File: config.mk
export PLATFORM = sky130hd
export DESIGN_NAME = spindle_orientation_stop_select
export DESIGN_NICKNAME = d
export VERILOG_FILES = /design/src/spindle_orientation_stop_select.v
export VERILOG_INCLUDE_DIRS = /design/src
export SDC_FILE = /design/constraint.sdc
export NUM_CORES = 2
export LEC_CHECK = 0
export BUFFER_PORTS_ARGS = -buffer_cell sky130_fd_sc_hd__buf_2
export CAP_MARGIN = 20
export CELL_PAD_IN_SITES_DETAIL_PLACEMENT = 1
export CELL_PAD_IN_SITES_GLOBAL_PLACEMENT = 1
export CORE_ASPECT_RATIO = 0.8
export CORE_UTILIZATION = 30
export CTS_CLUSTER_DIAMETER = 100
export DETAILED_ROUTE_END_ITERATION = 8
export GPL_ROUTABILITY_DRIVEN = 1
export HOLD_SLACK_MARGIN = 0.08
export PLACE_DENSITY_LB_ADDON = 0.08
export SLEW_MARGIN = 25
export SYNTH_ARGS = -nofsm -noshare
export SYNTH_HDL_FRONTEND = slang
export SYNTH_SLANG_ARGS = --single-unit
File: constraint.sdc
create_clock -name clk -period 63 [get_ports clk]
set_clock_uncertainty 0.05 [all_clocks]
set_input_delay 0 -clock clk [delete_from_list [all_inputs] [get_ports clk]]
set_output_delay 0 -clock clk [all_outputs]
set_load 0.1 [all_outputs]
File: src/orient_defs.vh
// constants for the spindle orientation stop select block
// assumes a 40 MHz clock and an 8-bit AXI4-Lite byte address
`ifndef ORIENT_DEFS_VH
`define ORIENT_DEFS_VH
`define A_SRC     8'h00
`define A_ISTOP   8'h04
`define A_XSEL    8'h08
`define A_PPR     8'h0c
`define A_MONSEL  8'h10
`define A_ZONE    8'h14
`define A_INF0    8'h18
`define A_INF1    8'h1c
`define A_INF2    8'h20
`define A_OUTF0   8'h24
`define A_OUTF1   8'h28
`define A_OPTCFG  8'h2c
`define A_STAT    8'h30
`define A_MONV    8'h34
`define A_IST     8'h38
`define A_ICLR    8'h3c
`define A_IEN     8'h40
`define RST_SRC   16'h270f
`define RST_PPR   13'h0400
`define RST_ZONE  12'h005
`define SRC_INT   16'h0000
`define SRC_EXT   16'h0001
`define XSEL_SPD  8'h00
`define XSEL_DIR  8'h01
`define XSEL_MAX  8'h7f
`define FN_ORIENT 8'h16
`define FN_DONE   8'h1b
`define FN_DONEN  8'h7f
`define FN_FAULT  8'h1c
`define FN_FAULTN 8'h80
`define MON_PULSE 8'h13
`define CLK_MHZ   40
`define STILL_US  1000
`define STILL_CYC (`STILL_US * `CLK_MHZ)
`define CHK_MS    500
`define CHK_CYC   (`CHK_MS * 1000 * `CLK_MHZ)
`define IEV_START 0
`define IEV_DONE  1
`define IEV_FAULT 2
`define RESP_OK   2'h0
`define RESP_ERR  2'h2
`endif

File: src/spindle_orientation_stop_select.v
// orientation control: stop address select, encoder count, orient sequence
// assumes all pins synchronous to clk; registers over AXI4-Lite
`timescale 1ns/1ps
`include "orient_defs.vh"
module spindle_orientation_stop_select #(
  parameter STILL_CYC = `STILL_CYC, // no-edge cycles meaning stopped
  parameter CHK_CYC   = `CHK_CYC    // stopped outside zone before fault
) (
  input  wire        clk,                // 40 MHz clock
  input  wire        srst,               // sync reset, high
  input  wire [7:0]  awaddr,             // write address
  input  wire        awvalid,            // write address valid
  output reg         awready,            // write address ready
  input  wire [31:0] wdata,              // write data
  input  wire [3:0]  wstrb,              // write byte strobes
  input  wire        wvalid,             // write data valid
  output reg         wready,             // write data ready
  output reg  [1:0]  bresp,              // write response
  output reg         bvalid,             // write response valid
  input  wire        bready,             // write response ready
  input  wire [7:0]  araddr,             // read address
  input  wire        arvalid,            // read address valid
  output reg         arready,            // read address ready
  output reg  [31:0] rdata,              // read data
  output reg  [1:0]  rresp,              // read response
  output reg         rvalid,             // read data valid
  input  wire        rready,             // read data ready
  input  wire [11:0] inTerm,             // contact input terminals
  input  wire        startIn,            // start signal
  input  wire        encA,               // encoder phase a
  input  wire        encB,               // encoder phase b
  input  wire        optionPresent,      // 16-bit input board fitted
  input  wire        vectorMode,         // vector control active
  input  wire [15:0] extData,            // 16-bit parallel input
  input  wire        dataReadStrobe,     // external data read timing
  input  wire        switchSpeedReached, // speed at switchover speed
  output reg  [6:0]  outTerm,            // output terminals
  output reg  [2:0]  speedStage,         // 0 run 1 decel 2 creep 3 lock
  output reg  [15:0] stopAddr,           // selected stop address
  output reg  [15:0] speedCmd,           // speed or torque command
  output reg  [15:0] monitorOut,         // display data
  output reg         irq                 // level interrupt
);
  localparam [4:0] ST_IDLE  = 5'h01;
  localparam [4:0] ST_DECEL = 5'h02;
  localparam [4:0] ST_CALC  = 5'h04;
  localparam [4:0] ST_CREEP = 5'h08;
  localparam [4:0] ST_LOCK  = 5'h10;

  reg [15:0] srcSel_reg;
  reg [13:0] intStop_reg;
  reg [7:0]  extSel_reg;
  reg [12:0] ppr_reg;
  reg [7:0]  monSel_reg;
  reg [11:0] zone_reg;
  reg [31:0] inf0_reg;
  reg [31:0] inf1_reg;
  reg [31:0] inf2_reg;
  reg [31:0] outf0_reg;
  reg [31:0] outf1_reg;
  reg        optCfg_reg;
  reg [2:0]  ist_reg;
  reg [2:0]  ien_reg;
  reg [7:0]  awAddr_reg;
  reg        awHave_reg;
  reg [31:0] wData_reg;
  reg [3:0]  wStrb_reg;
  reg        wHave_reg;
  reg [4:0]  state_reg;
  reg [4:0]  state_next;
  reg [15:0] pos_reg;
  reg [15:0] raw_reg;
  reg        prevA_reg;
  reg        prevB_reg;
  reg [31:0] still_reg;
  reg [31:0] chk_reg;
  reg [15:0] extLatch_reg;
  reg [15:0] dist_reg;
  reg [15:0] stopDist_reg;
  reg        done_reg;
  reg        fault_reg;
  reg        doneOut_reg;
  reg        faultOut_reg;
  reg [15:0] target_next;
  reg [31:0] rd_next;
  reg [1:0]  rresp_next;
  reg        orientCmd;
  reg [6:0]  outTerm_next;
  integer    i;
  integer    j;

  // merge byte lanes of a write
  function [31:0] applyStrb;
    input [31:0] old;
    input [31:0] nw;
    input [3:0]  strb;
    integer k;
    begin
      applyStrb = old;
      for (k = 0; k < 4; k = k + 1)
        if (strb[k])
          applyStrb[k*8 +: 8] = nw[k*8 +: 8];
    end
  endfunction

  // limit a value to the top address
  function [15:0] satTop;
    input [15:0] v;
    input [15:0] top;
    begin
      satTop = (v > top) ? top : v;
    end
  endfunction

  // drive one output terminal from its function code
  function routeOut;
    input [7:0] code;
    input       done;
    input       fault;
    begin
      if (code == `FN_DONE)
        routeOut = done;
      else if (code == `FN_DONEN)
        routeOut = ~done;
      else if (code == `FN_FAULT)
        routeOut = fault;
      else if (code == `FN_FAULTN)
        routeOut = ~fault;
      else
        routeOut = 1'b0;
    end
  endfunction

  wire [95:0] infAll   = {inf2_reg, inf1_reg, inf0_reg};
  wire [63:0] outfAll  = {outf1_reg, outf0_reg};
  wire [15:0] modulus  = {1'b0, ppr_reg, 2'b00};
  wire [15:0] topAddr  = (modulus == 16'h0000) ? 16'h0000 : modulus - 16'h0001;
  wire        qEdge    = (encA ^ prevA_reg) ^ (encB ^ prevB_reg);
  wire        qUp      = prevA_reg ^ encB;
  wire        stopped  = (still_reg == STILL_CYC);
  // only sources 0 and 1 enable orientation
  wire        orientEn = (srcSel_reg == `SRC_INT) || (srcSel_reg == `SRC_EXT);
  wire        orientOn = orientCmd && orientEn;
  wire        useExt   = (srcSel_reg == `SRC_EXT) && optionPresent &&
                         (extSel_reg != `XSEL_SPD) && (extSel_reg <= `XSEL_MAX);
  wire [15:0] distRev  = modulus - dist_reg;
  wire        inZone   = ({4'h0, zone_reg} >= dist_reg) || ({4'h0, zone_reg} >= distRev);
  wire [15:0] posSum   = target_next + modulus - pos_reg;
  wire [15:0] distNow  = (posSum >= modulus) ? posSum - modulus : posSum;
  wire [6:0]  divCmd   = (extLatch_reg > {8'h00, extSel_reg}) ?
                         extSel_reg[6:0] : extLatch_reg[6:0];
  wire [22:0] divProd  = divCmd * modulus;
  wire [22:0] divQuot  = divProd / ({15'h0000, extSel_reg} + 23'h000001);
  wire        startEv  = (state_reg == ST_IDLE) && orientOn && startIn;

  // orient command from any terminal coded 22
  always @*
  begin
    orientCmd = 1'b0;
    for (i = 0; i < 12; i = i + 1)
      if (inTerm[i] && (infAll[i*8 +: 8] == `FN_ORIENT))
        orientCmd = 1'b1;
  end

  always @*
  begin
    outTerm_next = 7'h00;
    for (j = 0; j < 7; j = j + 1)
      outTerm_next[j] = routeOut(outfAll[j*8 +: 8], doneOut_reg, faultOut_reg);
  end

  // stop address from the selected source
  always @*
  begin
    target_next = satTop({2'b00, intStop_reg}, topAddr);
    if (useExt)
    begin
      if (extSel_reg == `XSEL_DIR)
        target_next = satTop(extLatch_reg, topAddr);
      else
        target_next = divQuot[15:0];
    end
  end

  // orientation sequence
  always @*
  begin
    state_next = state_reg;
    case (state_reg)
      ST_IDLE:
        if (startEv)
          state_next = ST_DECEL;
      ST_DECEL:
        if (switchSpeedReached)
          state_next = ST_CALC;
      ST_CALC:
        state_next = ST_CREEP;
      ST_CREEP:
        if (inZone)
          state_next = ST_LOCK;
      ST_LOCK:
        state_next = ST_LOCK;
      default:
        state_next = ST_IDLE;
    endcase
    if (!orientOn)
      state_next = ST_IDLE;
  end

  always @(posedge clk)
  begin
    if (srst)
    begin
      state_reg    <= ST_IDLE;
      pos_reg      <= 16'h0000;
      raw_reg      <= 16'h0000;
      prevA_reg    <= 1'b0;
      prevB_reg    <= 1'b0;
      still_reg    <= 32'h00000000;
      chk_reg      <= 32'h00000000;
      extLatch_reg <= 16'h0000;
      dist_reg     <= 16'h0000;
      stopDist_reg <= 16'h0000;
      done_reg     <= 1'b0;
      fault_reg    <= 1'b0;
      doneOut_reg  <= 1'b0;
      faultOut_reg <= 1'b0;
      outTerm      <= 7'h00;
      speedStage   <= 3'h0;
      stopAddr     <= 16'h0000;
      speedCmd     <= 16'h0000;
      monitorOut   <= 16'h0000;
    end
    else
    begin
      state_reg <= state_next;
      prevA_reg <= encA;
      prevB_reg <= encB;
      if (qEdge)
      begin
        raw_reg <= qUp ? raw_reg + 16'h0001 : raw_reg - 16'h0001;
        if (qUp)
          pos_reg <= (pos_reg >= topAddr) ? 16'h0000 : pos_reg + 16'h0001;
        else
          pos_reg <= (pos_reg == 16'h0000 || pos_reg > topAddr) ? topAddr :
                     pos_reg - 16'h0001;
      end
      if (qEdge)
        still_reg <= 32'h00000000;
      else if (!stopped)
        still_reg <= still_reg + 32'h00000001;
      // capture point depends on control mode
      if (vectorMode ? startEv : dataReadStrobe)
        extLatch_reg <= extData;
      stopAddr <= target_next;
      dist_reg <= distNow;
      if (state_reg == ST_CALC)
        stopDist_reg <= dist_reg;
      if ((state_reg == ST_CREEP || state_reg == ST_LOCK) && stopped && !inZone)
        chk_reg <= (chk_reg == CHK_CYC) ? chk_reg : chk_reg + 32'h00000001;
      else
        chk_reg <= 32'h00000000;
      // stopped in zone under servo lock
      done_reg  <= (state_reg == ST_LOCK) && inZone && stopped;
      fault_reg <= (chk_reg == CHK_CYC);
      doneOut_reg  <= done_reg && orientOn && startIn;
      faultOut_reg <= fault_reg && orientOn && startIn;
      outTerm <= outTerm_next;
      if (state_reg == ST_DECEL)
        speedStage <= 3'h1;
      else if (state_reg == ST_CALC || state_reg == ST_CREEP)
        speedStage <= 3'h2;
      else if (state_reg == ST_LOCK)
        speedStage <= 3'h3;
      else
        speedStage <= 3'h0;
      if (extSel_reg == `XSEL_SPD)
        speedCmd <= extData ^ {16{optCfg_reg}};
      else
        speedCmd <= 16'h0000;
      monitorOut <= (monSel_reg == `MON_PULSE) ? raw_reg : stopAddr;
    end
  end

  // register read mux
  always @*
  begin
    rd_next    = 32'h00000000;
    rresp_next = `RESP_OK;
    if (araddr == `A_SRC)
      rd_next = {16'h0000, srcSel_reg};
    else if (araddr == `A_ISTOP)
      rd_next = {18'h00000, intStop_reg};
    else if (araddr == `A_XSEL)
      rd_next = {24'h000000, extSel_reg};
    else if (araddr == `A_PPR)
      rd_next = {19'h00000, ppr_reg};
    else if (araddr == `A_MONSEL)
      rd_next = {24'h000000, monSel_reg};
    else if (araddr == `A_ZONE)
      rd_next = {20'h00000, zone_reg};
    else if (araddr == `A_INF0)
      rd_next = inf0_reg;
    else if (araddr == `A_INF1)
      rd_next = inf1_reg;
    else if (araddr == `A_INF2)
      rd_next = inf2_reg;
    else if (araddr == `A_OUTF0)
      rd_next = outf0_reg;
    else if (araddr == `A_OUTF1)
      rd_next = {8'h00, outf1_reg[23:0]};
    else if (araddr == `A_OPTCFG)
      rd_next = {31'h00000000, optCfg_reg};
    else if (araddr == `A_STAT)
      rd_next = {pos_reg, 3'h0, state_reg, 3'h0, faultOut_reg, doneOut_reg,
                 speedStage};
    else if (araddr == `A_MONV)
      rd_next = {stopDist_reg, monitorOut};
    else if (araddr == `A_IST)
      rd_next = {29'h00000000, ist_reg};
    else if (araddr == `A_ICLR)
      rd_next = 32'h00000000;
    else if (araddr == `A_IEN)
      rd_next = {29'h00000000, ien_reg};
    else
      rresp_next = `RESP_ERR;
  end

  wire        doWrite = awHave_reg && wHave_reg && !bvalid;
  wire [31:0] wMerged = applyStrb(32'h00000000, wData_reg, wStrb_reg);
  wire [31:0] mSrc    = applyStrb({16'h0000, srcSel_reg}, wData_reg, wStrb_reg);
  wire [31:0] mIstop  = applyStrb({18'h0, intStop_reg}, wData_reg, wStrb_reg);
  wire [31:0] mXsel   = applyStrb({24'h0, extSel_reg}, wData_reg, wStrb_reg);
  wire [31:0] mPpr    = applyStrb({19'h0, ppr_reg}, wData_reg, wStrb_reg);
  wire [31:0] mMonSel = applyStrb({24'h0, monSel_reg}, wData_reg, wStrb_reg);
  wire [31:0] mZone   = applyStrb({20'h0, zone_reg}, wData_reg, wStrb_reg);
  wire [31:0] mIen    = applyStrb({29'h0, ien_reg}, wData_reg, wStrb_reg);
  wire [2:0]  events  = {fault_reg & ~faultOut_reg & orientOn & startIn,
                         done_reg & ~doneOut_reg & orientOn & startIn,
                         startEv};

  // AXI4-Lite slave and register file
  always @(posedge clk)
  begin
    if (srst)
    begin
      awready     <= 1'b1;
      wready      <= 1'b1;
      bvalid      <= 1'b0;
      bresp       <= `RESP_OK;
      arready     <= 1'b1;
      rvalid      <= 1'b0;
      rdata       <= 32'h00000000;
      rresp       <= `RESP_OK;
      awAddr_reg  <= 8'h00;
      awHave_reg  <= 1'b0;
      wData_reg   <= 32'h00000000;
      wStrb_reg   <= 4'h0;
      wHave_reg   <= 1'b0;
      srcSel_reg  <= `RST_SRC;
      intStop_reg <= 14'h0000;
      extSel_reg  <= `XSEL_SPD;
      ppr_reg     <= `RST_PPR;
      monSel_reg  <= 8'h00;
      zone_reg    <= `RST_ZONE;
      inf0_reg    <= 32'h00000000;
      inf1_reg    <= 32'h00000000;
      inf2_reg    <= 32'h00000000;
      outf0_reg   <= 32'h00000000;
      outf1_reg   <= 32'h00000000;
      optCfg_reg  <= 1'b0;
      ist_reg     <= 3'h0;
      ien_reg     <= 3'h0;
      irq         <= 1'b0;
    end
    else
    begin
      if (awvalid && awready)
      begin
        awAddr_reg <= awaddr;
        awHave_reg <= 1'b1;
        awready    <= 1'b0;
      end
      if (wvalid && wready)
      begin
        wData_reg <= wdata;
        wStrb_reg <= wstrb;
        wHave_reg <= 1'b1;
        wready    <= 1'b0;
      end
      // sticky events, set beats clear
      ist_reg <= ist_reg | events;
      if (doWrite)
      begin
        awHave_reg <= 1'b0;
        wHave_reg  <= 1'b0;
        bvalid     <= 1'b1;
        bresp      <= `RESP_OK;
        if (awAddr_reg == `A_SRC)
          srcSel_reg <= mSrc[15:0];
        else if (awAddr_reg == `A_ISTOP)
          intStop_reg <= mIstop[13:0];
        else if (awAddr_reg == `A_XSEL)
          extSel_reg <= mXsel[7:0];
        else if (awAddr_reg == `A_PPR)
          ppr_reg <= mPpr[12:0];
        else if (awAddr_reg == `A_MONSEL)
          monSel_reg <= mMonSel[7:0];
        else if (awAddr_reg == `A_ZONE)
          zone_reg <= mZone[11:0];
        else if (awAddr_reg == `A_INF0)
          inf0_reg <= applyStrb(inf0_reg, wData_reg, wStrb_reg);
        else if (awAddr_reg == `A_INF1)
          inf1_reg <= applyStrb(inf1_reg, wData_reg, wStrb_reg);
        else if (awAddr_reg == `A_INF2)
          inf2_reg <= applyStrb(inf2_reg, wData_reg, wStrb_reg);
        else if (awAddr_reg == `A_OUTF0)
          outf0_reg <= applyStrb(outf0_reg, wData_reg, wStrb_reg);
        else if (awAddr_reg == `A_OUTF1)
          outf1_reg <= applyStrb(outf1_reg, wData_reg, wStrb_reg) & 32'h00ffffff;
        else if (awAddr_reg == `A_OPTCFG)
          optCfg_reg <= wStrb_reg[0] ? wData_reg[0] : optCfg_reg;
        else if (awAddr_reg == `A_ICLR)
          ist_reg <= (ist_reg & ~wMerged[2:0]) | events;
        else if (awAddr_reg == `A_IEN)
          ien_reg <= mIen[2:0];
        else if (awAddr_reg != `A_STAT && awAddr_reg != `A_MONV &&
                 awAddr_reg != `A_IST)
          bresp <= `RESP_ERR;
      end
      if (bvalid && bready)
      begin
        bvalid  <= 1'b0;
        awready <= 1'b1;
        wready  <= 1'b1;
      end
      if (arvalid && arready)
      begin
        rdata   <= rd_next;
        rresp   <= rresp_next;
        rvalid  <= 1'b1;
        arready <= 1'b0;
      end
      if (rvalid && rready)
      begin
        rvalid  <= 1'b0;
        arready <= 1'b1;
      end
      irq <= |(ist_reg & ien_reg);
    end
  end
endmodule

==> results.tsv <==
metric	value	unit
root_buffer	clkbuf_16	
hold_slack	0.1001	ns
first_iter_violations	2934	
yosys-mux-area-fraction	7.080	%
timing.rr.end	dist_reg[5]	
status	completed	
final-seq-area	10570	µm²
drc	0	
finalHoldViolations	0	
max_stage_delay	0.57	ns
initial_core_util	30.32	%
fin_crit_sh	94.24	%
min_delay_path_depth	4	
clock_sinks	528	
ys_ff_latch	528	
cts_tree	done	
syn_to_final_growth	21.68	%
ys.flop_type	dfxtp_1	
worst_pin_slew	1.131	ns
crit_type	reg -> reg	
num-fill-cells	16590	
synth_cell_types	130	
synth_seq_area_share	25.12	%
antenna_found_initial	5	
cp-end-kind	register	
final.min_clock_period	59.37	ns
synth_xor_area_share	4.966	%
routed_wl	187200	µm
cts-buffers-inserted	66	
syn_inst	5406	
clk_latency	0.67	ns
ioPinCount	194	
dr.pass1.iters	6	
max_freq	0.01684	GHz
viasPerCell	5.470	
clockBufferDepth	3	
layout.nets	6376	
core	138800	µm²
dpl-instance-area	46120	µm²
ff2ff_setup_slack	3.63	ns
die_w	420.7	µm
grt_overflow	0	
cp_num_buf_inv	25	
finalSetupViolations	0	
die_area	141800	µm²
syn_area	42080	µm²
synth_compound_area_share	20.62	%
critPathMostFrequentCell	o21a_1	
core.rowCount	122	
crit_arrival	59.84	ns
slew_viol_final	0	
cp_max_fo	10	
cap_violations	0	
drive_above_1_share	14.40	%
holdPathEnd	wData_reg[27]	
instances_no_fill	7773	
avgSynthCellArea	7.783	µm²
fin_area	51200	µm²
grt_pass1_wl	275700	µm
crit_family	compound AO/OA/AOI/OAI gates	
start_kind	register	
grt_max_degree	88	
hpwl	146600	µm
slowest_stage	fa_1	
hold_path_class	in -> reg	
die_h	337.0	µm
htreeDepth	3	
worstReg2RegStart	extSel_reg[4]	
io_buffers	190	
synthSimpleGateAreaFrac	23.80	%
synth_edf_count	0	
postRouteAntennaNets	0	
place.gp.congestion	0.8717	
grt_use_total	25.67	%
cp_data_required_time	63.47	ns
reg2regPathDepth	297	
dp.cells	7421	
max-slew-margin-rel	24.50	%
async_flop_share	0	%
yosysWarningCount	0	
multiInputGateArea	30420	µm²
hp-start	wdata[27]	
clk_pin_slew	0.06	ns
grt_pass1_vias	41900	
synthAdderAreaFrac	13.88	%
fin_util	36.90	%
avgRoutedWirePerCell	24.08	µm
synth_top_family_by_area	simple AND/OR/NAND/NOR gates	
vias	42520	
==> cell type report <==
cell class / instances / share of cell area [%]
clock buffers: 94 / 3.646
clock inverters: 25 / 0.8065
repair buffers: 622 / 9.096
diodes: 4 / 0.01955
inverters: 248 / 1.818
multi-input cells: 4392 / 59.42
well taps: 1860 / 4.546
flip-flops and latches: 528 / 20.65
==> layout by cell type, fill, tap and decap left out, drive strengths merged, types with 157 or more instances in the layout <==
cell type / instances
dlygate4sd3: 159
dfxtp: 528
buf: 463
nor3: 157
nand2: 594
inv: 244
mux2i: 236
o21ai: 209
ha: 354
a21oi: 449
nor2: 715
==> synth_stat cells (all sizes together), types with 71 or more instances <==
library cell  count  share of area, %
nor3            156               1.9
dfxtp           528                25
nand3           148               1.8
a22oi            78               1.4
xnor2           154               3.2
mux2i           236               5.7
ha              354                11
o21ai           209               2.5
clkbuf          206               1.8
nand4            71               1.1
xor2             82               1.7
inv             240               2.1
nor2            715               6.4
o21a            104               1.9
nand2           594               5.3
a21oi           449               5.4
==> worst max path at each step <==
stage / startpoint / to / slack [ns] / cells past startpoint
floorplan: extSel_reg[1] / dist_reg[10] / 0.09 / 322
global placement: extLatch_reg[7] / dist_reg[3] / 0.35 / 302
detailed placement: extLatch_reg[7] / dist_reg[3] / -1.98 / 300
CTS: extLatch_reg[7] / dist_reg[13] / 0.06 / 303
global route: extSel_reg[7] / dist_reg[5] / -0.27 / 310
finish: extSel_reg[4] / dist_reg[5] / 3.63 / 297
==> tightest hold or removal path: stages <==
cell and delay, ns:
dlygate4sd3_1 0.51, buf_2 0.09, nand2_1 0.05, a21oi_1 0.10
==> layer usage <==
metal / share of wire [%] / vias to the layer above / track usage [%] / wire length (µm)
met1: 52 / 21260 / 39.93 / 97870
met5: 0 / - / 0 / 0
li1: - / 20240 / - / -
met3: 4.5 / 174 / 2.942 / 8503
met2: 41 / 846 / 37.23 / 77130
met4: 2.0 / 0 / 5.191 / 3664
==> metrics by stage <==
step | setup WS [ns] | TNS (ns)
2_1_floorplan | 0.09113 | 0
3_3_place_gp | 0.3469 | 0
3_5_place_dp | -1.980 | -27.00
4_1_cts | 0.06104 | 0
5_1_grt | -0.2739 | -3.029
6_report | 3.627 | 0
==> cells by family after synthesis <==
logic type | Yosys count
AND/OR/NAND/NOR | 2120
AO/OA/AOI/OAI | 1315
flip-flops | 528
buffers and inverters | 492
adder cells (fa/ha/maj) | 425
multiplexers | 288
XOR/XNOR | 237
other | 1
==> timing repair <==
item,CTS,global route
resized for setup,16,135
setup buffers,3,63
pin swaps,1,54
endpoints found under the setup margin,14,17
hold endpoints to repair,171,0
hold buffers,159,0
gates cloned,1,3
Power is left out: the tool's default activity adds up to more than one toggle a clock period on the data nets, which glitch-free logic cannot reach.
